### src/common/irq_bank2_pkg.sv
package irq_bank2_pkg;

  localparam int unsigned NUM_SRC = 5;

  // special-function register page and addresses
  localparam logic [7:0] PAGE_BANK2        = 8'h10;
  localparam logic [7:0] ADDR_ENABLE       = 8'he7;
  localparam logic [7:0] ADDR_PRIORITY_LO  = 8'hf4;
  localparam logic [7:0] ADDR_PRIORITY_HI  = 8'hf6;

  // source bit positions; both priority registers hold all five, the enable register only USB, VBUS and UART1
  localparam int unsigned BIT_USB    = 0;
  localparam int unsigned BIT_VBUS   = 1;
  localparam int unsigned BIT_UART1  = 2;
  localparam int unsigned BIT_I2C    = 3;
  localparam int unsigned BIT_TIMER4 = 4;

  localparam logic [7:0] RESET_ENABLE   = 8'h00;
  localparam logic [7:0] RESET_PRIORITY = 8'h00;
  localparam logic [7:0] MASK_ENABLE    = 8'h07;
  localparam logic [7:0] MASK_PRIORITY  = 8'h1f;

  typedef struct packed {
    logic       wr_en;
    logic       rd_en;
    logic [7:0] page;
    logic [7:0] addr;
    logic [7:0] wdata;
  } sfr_req_type;

  typedef struct packed {
    logic       valid;
    logic [2:0] source;
    logic [1:0] level;
  } irq_sel_type;

endpackage

### src/verilog/ext_irq_enable_priority_2.sv
`timescale 1ns/1ps
`default_nettype none
module ext_irq_enable_priority_2 #(
  parameter int unsigned NUM_SRC = irq_bank2_pkg::NUM_SRC
) (
  input  wire logic                        core_clk,
  input  wire logic                        reset_n,
  input  wire irq_bank2_pkg::sfr_req_type  sfr_req,
  output var  logic [7:0]                  sfr_rdata,
  input  wire logic [NUM_SRC-1:0]          src_request,
  input  wire logic [1:0]                  ext_enable,
  output var  logic [NUM_SRC-1:0]          irq_pending,
  output var  irq_bank2_pkg::irq_sel_type  irq_sel
);

  // register select, decoded once and shared by the write and read paths
  typedef enum {
    SEL_NONE,
    SEL_ENABLE,
    SEL_PRIO_LO,
    SEL_PRIO_HI
  } reg_sel_type;

  logic [7:0]                 int_enable_bank2_ff;
  logic [7:0]                 nxt_int_enable_bank2;
  logic [7:0]                 int_priority_low_bank2_ff;
  logic [7:0]                 nxt_int_priority_low_bank2;
  logic [7:0]                 int_priority_high_bank2_ff;
  logic [7:0]                 nxt_int_priority_high_bank2;
  logic [7:0]                 sfr_rdata_ff;
  logic [7:0]                 nxt_sfr_rdata;
  logic [NUM_SRC-1:0]         irq_pending_ff;
  logic [NUM_SRC-1:0]         nxt_irq_pending;
  irq_bank2_pkg::irq_sel_type irq_sel_ff;
  irq_bank2_pkg::irq_sel_type nxt_irq_sel;
  reg_sel_type                reg_sel;
  logic                       page_hit;
  logic                       wr_enable_reg;
  logic                       wr_prio_lo;
  logic                       wr_prio_hi;
  logic [7:0]                 enable_wdata;
  logic [7:0]                 prio_wdata;
  logic [7:0]                 rd_word_enable;
  logic [7:0]                 rd_word_prio_lo;
  logic [7:0]                 rd_word_prio_hi;
  logic [NUM_SRC-1:0]         local_enable;
  logic [NUM_SRC-1:0]         gate;

  // all three registers share one page; any other page falls through to no select
  assign page_hit = sfr_req.page == irq_bank2_pkg::PAGE_BANK2;

  always_comb begin
    reg_sel = SEL_NONE;
    if (page_hit) begin
      case (sfr_req.addr)
        irq_bank2_pkg::ADDR_ENABLE: begin
          reg_sel = SEL_ENABLE;
        end
        irq_bank2_pkg::ADDR_PRIORITY_LO: begin
          reg_sel = SEL_PRIO_LO;
        end
        irq_bank2_pkg::ADDR_PRIORITY_HI: begin
          reg_sel = SEL_PRIO_HI;
        end
        default: begin
          reg_sel = SEL_NONE;
        end
      endcase
    end
  end

  assign wr_enable_reg = sfr_req.wr_en && reg_sel == SEL_ENABLE;
  assign wr_prio_lo    = sfr_req.wr_en && reg_sel == SEL_PRIO_LO;
  assign wr_prio_hi    = sfr_req.wr_en && reg_sel == SEL_PRIO_HI;

  // reserved bits dropped on the way in, so a careless write never sets them
  assign enable_wdata = sfr_req.wdata & irq_bank2_pkg::MASK_ENABLE;
  assign prio_wdata   = sfr_req.wdata & irq_bank2_pkg::MASK_PRIORITY;

  // enable group
  always_comb begin
    nxt_int_enable_bank2 = int_enable_bank2_ff;
    if (wr_enable_reg) begin
      nxt_int_enable_bank2 = enable_wdata;
    end
  end

  always_ff @(posedge core_clk or negedge reset_n) begin
    if (!reset_n) begin
      int_enable_bank2_ff <= irq_bank2_pkg::RESET_ENABLE;
    end else begin
      int_enable_bank2_ff <= nxt_int_enable_bank2;
    end
  end

  // low priority group
  always_comb begin
    nxt_int_priority_low_bank2 = int_priority_low_bank2_ff;
    if (wr_prio_lo) begin
      nxt_int_priority_low_bank2 = prio_wdata;
    end
  end

  always_ff @(posedge core_clk or negedge reset_n) begin
    if (!reset_n) begin
      int_priority_low_bank2_ff <= irq_bank2_pkg::RESET_PRIORITY;
    end else begin
      int_priority_low_bank2_ff <= nxt_int_priority_low_bank2;
    end
  end

  // high priority group
  always_comb begin
    nxt_int_priority_high_bank2 = int_priority_high_bank2_ff;
    if (wr_prio_hi) begin
      nxt_int_priority_high_bank2 = prio_wdata;
    end
  end

  always_ff @(posedge core_clk or negedge reset_n) begin
    if (!reset_n) begin
      int_priority_high_bank2_ff <= irq_bank2_pkg::RESET_PRIORITY;
    end else begin
      int_priority_high_bank2_ff <= nxt_int_priority_high_bank2;
    end
  end

  // reserved bits always read as zero
  assign rd_word_enable  = int_enable_bank2_ff & irq_bank2_pkg::MASK_ENABLE;
  assign rd_word_prio_lo = int_priority_low_bank2_ff & irq_bank2_pkg::MASK_PRIORITY;
  assign rd_word_prio_hi = int_priority_high_bank2_ff & irq_bank2_pkg::MASK_PRIORITY;

  // read group: a write in the same cycle is not seen until the next read
  always_comb begin
    nxt_sfr_rdata = sfr_rdata_ff;
    if (sfr_req.rd_en) begin
      case (reg_sel)
        SEL_ENABLE: begin
          nxt_sfr_rdata = rd_word_enable;
        end
        SEL_PRIO_LO: begin
          nxt_sfr_rdata = rd_word_prio_lo;
        end
        SEL_PRIO_HI: begin
          nxt_sfr_rdata = rd_word_prio_hi;
        end
        default: begin
          nxt_sfr_rdata = '0;
        end
      endcase
    end
  end

  always_ff @(posedge core_clk or negedge reset_n) begin
    if (!reset_n) begin
      sfr_rdata_ff <= '0;
    end else begin
      sfr_rdata_ff <= nxt_sfr_rdata;
    end
  end

  // timer 4 and i2c slave enables live in a neighbouring register, so they arrive as inputs
  always_comb begin
    local_enable                            = '0;
    local_enable[irq_bank2_pkg::BIT_USB]    = int_enable_bank2_ff[irq_bank2_pkg::BIT_USB];
    local_enable[irq_bank2_pkg::BIT_VBUS]   = int_enable_bank2_ff[irq_bank2_pkg::BIT_VBUS];
    local_enable[irq_bank2_pkg::BIT_UART1]  = int_enable_bank2_ff[irq_bank2_pkg::BIT_UART1];
    local_enable[irq_bank2_pkg::BIT_I2C]    = ext_enable[0];
    local_enable[irq_bank2_pkg::BIT_TIMER4] = ext_enable[1];
  end

  genvar g;
  generate
    for (g = 0; g < NUM_SRC; g++) begin : gen_gate
      assign gate[g] = src_request[g] & local_enable[g];
    end
  endgenerate

  // pending group
  always_comb begin
    nxt_irq_pending = gate;
  end

  always_ff @(posedge core_clk or negedge reset_n) begin
    if (!reset_n) begin
      irq_pending_ff <= '0;
    end else begin
      irq_pending_ff <= nxt_irq_pending;
    end
  end

  // selection group: judged on the same vector that is registered as pending, so both agree
  irq_bank2_arbiter #(
    .NUM_SRC (NUM_SRC)
  ) u_arbiter (
    .request (nxt_irq_pending),
    .prio_lo (int_priority_low_bank2_ff[NUM_SRC-1:0]),
    .prio_hi (int_priority_high_bank2_ff[NUM_SRC-1:0]),
    .sel     (nxt_irq_sel)
  );

  always_ff @(posedge core_clk or negedge reset_n) begin
    if (!reset_n) begin
      irq_sel_ff <= '0;
    end else begin
      irq_sel_ff <= nxt_irq_sel;
    end
  end

  assign sfr_rdata   = sfr_rdata_ff;
  assign irq_pending = irq_pending_ff;
  assign irq_sel     = irq_sel_ff;

endmodule
`default_nettype wire

### src/verilog/irq_bank2_arbiter.sv
`timescale 1ns/1ps
`default_nettype none
module irq_bank2_arbiter #(
  parameter int unsigned NUM_SRC = 5
) (
  input  wire logic [NUM_SRC-1:0] request,
  input  wire logic [NUM_SRC-1:0] prio_lo,
  input  wire logic [NUM_SRC-1:0] prio_hi,
  output var  irq_bank2_pkg::irq_sel_type sel
);

  logic [1:0] level [NUM_SRC];

  genvar g;
  generate
    for (g = 0; g < NUM_SRC; g++) begin : gen_level
      assign level[g] = {prio_hi[g], prio_lo[g]};
    end
  endgenerate

  // scan upward with strict compare: lowest index wins a tie
  always_comb begin
    sel = '0;
    for (int i = 0; i < NUM_SRC; i++) begin
      if (request[i] && (!sel.valid || level[i] > sel.level)) begin
        sel.valid  = 1'b1;
        sel.source = 3'(i);
        sel.level  = level[i];
      end
    end
  end

endmodule
`default_nettype wire
### config.mk
export PLATFORM = sky130hd
export DESIGN_NAME = ext_irq_enable_priority_2
export DESIGN_NICKNAME = d
export VERILOG_FILES = /design/src/common/irq_bank2_pkg.sv /design/src/verilog/ext_irq_enable_priority_2.sv /design/src/verilog/irq_bank2_arbiter.sv
export SDC_FILE = /design/constraint.sdc
export NUM_CORES = 1
export LEC_CHECK = 0
export BUFFER_PORTS_ARGS = -buffer_cell sky130_fd_sc_hd__clkbuf_2
export CORE_MARGIN = 8
export CORE_UTILIZATION = 50
export DETAILED_ROUTE_END_ITERATION = 12
export PLACE_DENSITY = 0.84
export SLEW_MARGIN = 20
export SYNTH_ARGS = -nofsm -noshare
export SYNTH_HDL_FRONTEND = slang
export SYNTH_SLANG_ARGS = --single-unit
### constraint.sdc
create_clock -name core_clk -period 5.7 [get_ports core_clk]
set_clock_uncertainty 0.2 [all_clocks]
set_input_delay 1.14 -clock core_clk [delete_from_list [all_inputs] [get_ports core_clk]]
set_output_delay 1.14 -clock core_clk [all_outputs]
set_load 0.05 [all_outputs]
==> results of run 1 <==
## stage by stage
stage	power (W)	hold slack [ns]	setup slack, ns	TNS [ns]	utilization [%]
after floorplan	0.0002419	0.2971	0.03793	0	-
after global placement	0.0002625	0.2711	-0.08663	-0.3485	63.69
after detailed placement	0.0002640	0.2787	-0.1872	-0.7195	63.69
after CTS	0.0004032	0.2969	0.1398	0	65.98
after global routing	0.0004185	0.3051	0.002249	0	67.50
final	0.0004013	0.2951	0.2254	0	67.50
## how the worst min path moves through the flow
| stage | slack [ns] | from | to | cells after the start |
|---|---|---|---|---|
| final | 0.30 | sfr_rdata[3] | sfr_rdata[3] | 1 |
| after global routing | 0.31 | sfr_rdata[3] | sfr_rdata[3] | 1 |
| after CTS | 0.30 | sfr_rdata[3] | sfr_rdata[3] | 1 |
| after detailed placement | 0.28 | sfr_rdata[3] | sfr_rdata[3] | 1 |
| after global placement | 0.27 | sfr_rdata[4] | sfr_rdata[4] | 1 |
| after floorplan | 0.30 | int_priority_low_bank2_ff[0] | int_priority_low_bank2_ff[0] | 1 |
## critical path: cells and delay by family
| kind | cells | cell delay, ns |
|---|---|---|
| compound gates | 12 | 2.08 |
| simple gates | 8 | 1.08 |
| fa+ha+maj | 4 | 1.08 |
| buf+inv | 1 | 0.10 |
## kinds of logic after synthesis
logic type	count (synthesis)	share of synthesized area [%]
simple gates	50	20.50
compound gates	37	15.14
flops	29	45.03
buf+inv	16	4.581
mux	11	7.764
fa+ha+maj	8	6.211
other cells	1	0.2327
xor+xnor	1	0.5436
## where the power goes
part           internal (W)  switching [W]   total, W
Sequential         0.000209    0.000000920   0.000210
Combinational     0.0000155      0.0000351  0.0000506
Clock             0.0000713      0.0000695   0.000141
## area by class of cell
cell class	instances	area [sq um]	share of cell area, %
Multi-Input combinational cell	110	862.1	41.83
Sequential cell	29	725.7	35.22
Timing Repair Buffer	57	310.3	15.06
Clock buffer	7	65.06	3.157
Tap cell	44	55.05	2.672
Inverter	10	37.54	1.821
Clock inverter	1	5.005	0.2429
## routing by layer
layer  share of wire, %  vias to the layer above  global-route usage, %  wire length, microns
met5                  0                        -                      0                     0
met4                2.6                        0                  8.444                    99
met3                5.7                       11                  6.044                   218
met2                 52                       40                  23.76                  1994
met1                 40                      643                  14.97                  1532
li1                   -                      670                      -                     -
## cells in the mapped netlist, types with 2 or more instances
master	n
a21oi_1	12
a221o_1	3
a311o_1	2
and2_1	4
and3_1	3
buf_2	2
buf_4	3
dfrtp_1	29
ha_1	8
inv_1	10
mux2_2	8
mux2i_1	2
nand2_1	23
nand3_1	2
nor2b_1	5
nor4_1	2
nor4_4	3
o21ai_0	10
o2bb2ai_1	2
## sequential cells by signal, summed over array words and instances (netlist names)
signal	cells
irq_sel	6
int_priority_high_bank2_ff	5
int_priority_low_bank2_ff	5
irq_pending	5
sfr_rdata	5
int_enable_bank2_ff	3
## what timing repair did
action                                  in CTS  in global routing
buffers inserted                             0                  1
endpoints found under the setup margin       0                  5
gates resized for setup                      0                 11
==> summary.md, run 1 <==
| Metric | Value |
|---|---|
| Status | complete, no violations |
| Core area | between 3000 and 4000 sq um |
| Vias | ~1400 |
| RR Endpoint | irq_sel[1] |
| Final setup vio count | 0 |
| Reg clk slew, reported paths | around 0.090 ns |
| P&R area growth vs syn | 27.87% |
| Initial DRC count | 83 |
| Via/cell ratio | roughly 5.3 |
| Clk Latency, worst-skew pair | between 0.3 and 0.4 ns |
| Netlist cell types | 39 |
| FFs w/ async S/R, synth | between 90% and 100% |
| PwrDens | 194.7 nW/um^2 |
| Worst setup endpoint | irq_sel[1] |
| Worst setup path start | src_request[0] |
| YS warnings | 0 |
| CP peak stage delay | roughly 0.34 ns |
| Post-CTS Hold Buffers | 0 |
| Crit path time final | around 5.5 ns |
| Fin crit share | between 90% and 100% |
| Die ar. | around 5300 sq um |
| Fin area | approximately 2100 sq um |
| Commonest non-fill, non-tap cell in the layout | clkbuf_2 |
| Layout Nets | 256 |
| Final Max Slew Viols | 0 |
| CTS buffer count | 5 |
| Std-Cell Rows | 20 |
| CP Data Arrival Time | ~5.5 ns |
| Layout cells sized above 1 | 42.06% |
| Wirelength per Cell | around 15 microns |
| FMAX | ~180 MHz |
| RSZ-0062 raised after global routing | false |
| Final hold vios | 0 |
| Die width | about 73 microns |
| DRC Markers | 0 |
| Crit path kind | in2reg |
| Syn Inst Count | ~150 |
| Peak supply drop | 0.1209 mV |
| ANT cells | 0 |
| Sequential area share after synthesis | between 40% and 50% |
| # IOs | 54 |
| Post-synth EDFFs | 0 |
| Starting Density | 52.79% |
| Area contributors post-synth | dfrtp_1 45%, ha_1 6.2%, mux2_2 5.6% |
| Placed insts | approximately 250 |
| Residual overflow from global routing | 0 |
| First-pass GRT wire length | between 5 and 6 mm |
| Total Wirelength | 3.844 mm |
| Crit-path most repeated cell | nor2b_1 |
| Most frequent cells in the layout | 47 x clkbuf_2, 29 x dfrtp_1, 23 x nand2_1, 10 x inv_1, 10 x buf_4 |
| Maximum Capacitance Violations | 0 |
| Vias in the first global route | around 1300 |
| CP Data Required Time | 5.72 ns |
| FF-to-FF path depth | 24 |
| DRT Pass-1 Iters | 4 |
| Placed instance area | approximately 1900 sq um |
| Clk buf depth | 2 |
| Post-Syn Area per Cell | ~11 sq um |
| R2r setup slk | about 0.67 ns |
| Top-area cell type share of the netlist area | a little under half |
| H-tree levels | 2 |
| Slew headroom | between 50% and 60% |
| Fin cells | about 260 |
| CTS tree | yes |
| Pleak | around 1.1 nW |
| Final Wtd Congestion | between 0.8 and 0.9 |
| Crit path max fanout | 5 |
| RR Startpoint | int_enable_bank2_ff[0] |
| Largest net degree at the start of global routing | 30 |
| Root Buffer Master | clkbuf_4 |
| Most used flip-flop cell after synthesis | dfrtp_1 |
| FILL cells | ~250 |
| Post-synthesis register bit count | 29 |
| Worst hold path type | reg2reg |
| Initial antenna violation count | 0 |
| Die Y | 72.77 microns |
| Worst slew pin tran | ~0.69 ns |
| Crit-path slowest cell | a311o_1 |
| Clock tree sinks | 29 |
| DRT antenna net count | 0 |
| Synthesized area | between 1500 and 2000 sq um |
| I/O Buffers | between 40 and 50 |
| Synth area leader | dfrtp_1 |
| Total track usage | about 14% |
| Startpoint types | input port |
| CP endpoint kind | flop |
| Half-perimeter wire length after detailed placement | around 3 mm |
No activity file was read; power rests on OpenSTA's default activity.
==> run 2: changes to the inputs <==
==> constraint.sdc (replaced) <==
create_clock -name core_clk -period 5.7 [get_ports core_clk]
set_clock_uncertainty 0.2 [all_clocks]
set_input_delay 0.855 -clock core_clk [delete_from_list [all_inputs] [get_ports core_clk]]
set_output_delay 0.855 -clock core_clk [all_outputs]
set_load 0.05 [all_outputs]
==> run 2 against run 1 <==
Count of clock-buffer cells in the layout is the same; sequential share of layout area grew 1.6 points; design area shrank 4.4%; combinational power shrank 3%; worst hold slack lost 0.0049 ns; final cell count shrank 2.3%; critical endpoint unchanged.
==> summary.md, run 2 (synthesis results as in run 1) <==
| Metric | Value |
|---|---|
| Core area | between 3000 and 4000 sq um |
| Worst slew pin tran | approximately 0.69 ns |
| Peak supply drop | between 0.1 and 0.15 mV |
| RR Endpoint | irq_sel[1] |
| Final setup TNS | 0 ns |
| Post_cts resized | 0 |
| CP delay by family, top | compound AO/OA/AOI/OAI gates |
| Tot Pwr | approximately 0.00038 W |
| FILL cells | ~280 |
| Half-perimeter wire length after detailed placement | 3.029 mm |
| Clk buf depth | 2 |
| CTS tree | yes |
| Pleak | ~1.1 nW |
| Final Wtd Congestion | a little over 0.8 |
| DRT antenna net count | 0 |
| Buf/Inv on CP | 1 |
| RSZ-0062 raised after global routing | false |
| Post-CTS Hold Buffers | 0 |
| Vias in the first global route | about 1400 |
| Crit path kind | in2reg |
| Crit path max fanout | 5 |
| Final hold vios | 0 |
| Largest net degree at the start of global routing | 30 |
| Maximum Capacitance Violations | 0 |
| Total length of routed met3 wires | roughly 170 microns |
| Wirelength per Cell | 14.81 microns |
| P&R area growth vs syn | 22.21% |
| Die width | between 70 and 80 microns |
| Register area | slightly above 700 sq um |
| Most frequent cells in the layout | 47 x clkbuf_2, 29 x dfrtp_1, 23 x nand2_1, 11 x a21oi_1, 10 x inv_1 |
| Reg clk slew, reported paths | 0.08 ns |
| Initial antenna violation count | 0 |
| Metal1 wirelength | roughly 1.5 mm |
| Via/cell ratio | approximately 5.3 |
| Total Wirelength | about 3.7 mm |
| Crit-path most repeated cell | nor2b_1 |
| Layout cells sized above 1 | 36.06% |
| Slew headroom | 53.84% |
| Crit-path slowest cell | a311o_1 |
| RR Startpoint | int_enable_bank2_ff[0] |
| Final Max Slew Viols | 0 |
| # IOs | 54 |
| Hold_ws | ~0.29 ns |
| Hold EP | sfr_rdata[4] |
| Residual overflow from global routing | 0 |
| I/O Buffers | 47 |
| CP Data Arrival Time | around 5.2 ns |
| R2r setup slk | 0.65 ns |
| FMAX | around 190 MHz |
| CP peak stage delay | roughly 0.31 ns |
| FF-to-FF path depth | 24 |
| Crit path time final | 5.230 ns |
| Final setup vio count | 0 |
| Root Buffer Master | clkbuf_4 |
| Hold Crit Start | sfr_rdata[4] |
| Die Y | slightly above 70 microns |
| Die ar. | roughly 5300 sq um |
| ANT cells | 0 |
| Layout Nets | 251 |
| CP Data Required Time | 5.71 ns |
| DR WL met2 | slightly below 2 mm |
| Std-Cell Rows | 20 |
| Status | complete, no violations |
| Clock tree sinks | 29 |
| CTS buffer count | 5 |
| Worst hold path type | reg2reg |
| Uppermost routed layer | met4 |
| Commonest non-fill, non-tap cell in the layout | clkbuf_2 |
| Fin crit share | a little over 90% |
| Initial DRC count | 90 |
| DRC Markers | 0 |
| CP endpoint kind | flop |
| DRT Pass-1 Iters | 4 |
| Total track usage | about 15% |
| First-pass GRT wire length | around 6.2 mm |
| PwrDens | 194.2 nW/um^2 |
| Clk Latency, worst-skew pair | 0.32 ns |
| Area occupied by multi-input gates | slightly above 800 sq um |
| Startpoint types | input port |
| Vias | ~1300 |
| Post-CTS setup buffer count | 0 |
| Starting Density | between 50% and 60% |
| Hold depth | 1 |
| H-tree levels | 2 |
| Largest register FFs | 6 |
==> run 2: final cells by class <==
type	count	area share [%]
Tap cell	44	2.795
Timing Repair Buffer	52	13.85
Sequential cell	29	36.85
Inverter	10	1.906
Multi-Input combinational cell	110	41.80
Clock buffer	7	2.795
==> run 2: report_power, final <==
part | internal, W | total (W) | switching, W
logic | 0.0000147 | 0.0000491 | 0.0000343
clock network | 0.0000581 | 0.000124 | 0.0000655
registers | 0.000209 | 0.000210 | 0.000000840
total | 0.000282 | 0.000382 | 0.000101
==> run 2: worst max-delay path by stage <==
stage	startpoint	endpoint	slack, ns	cells after the start
2_1_floorplan	src_request[0]	irq_sel[1]	0.24	26
3_3_place_gp	src_request[0]	irq_sel[2]	0.12	25
3_5_place_dp	src_request[0]	irq_sel[1]	0.01	25
4_1_cts	src_request[0]	irq_sel[1]	0.31	25
5_1_grt	src_request[0]	irq_sel[0]	0.09	25
6_report	src_request[0]	irq_sel[1]	0.47	25
==> run 2: metrics by stage <==
| step | instances | instance area [sq um] | setup slack [ns] | utilization (%) |
|---|---|---|---|---|
| finish | 252 | 1969 | 0.4698 | 64.51 |
| global route | 252 | 1969 | 0.08800 | 64.51 |
| CTS | 252 | 1966 | 0.3097 | 64.39 |
| detailed placement | 245 | 1911 | 0.01371 | 62.58 |
| global placement | 245 | 1911 | 0.1158 | 62.58 |
| floorplan | 155 | 1619 | 0.2396 | - |
==> run 2: worst register-to-register path, delay by kind of cell, from the launching register on <==
kind | cells | cell delay, ns
AO/OA/AOI/OAI | 11 | 1.91
AND/OR/NAND/NOR | 9 | 1.34
adder cells (fa/ha/maj) | 4 | 1.06
flip-flops | 1 | 0.42
==> run 2: per-layer routing <==
layer  track usage, %  vias up
met4            8.000        0
met2            27.14       29
li1                 -      657
met3            5.082        6
met1            14.94      655
met5                0        -
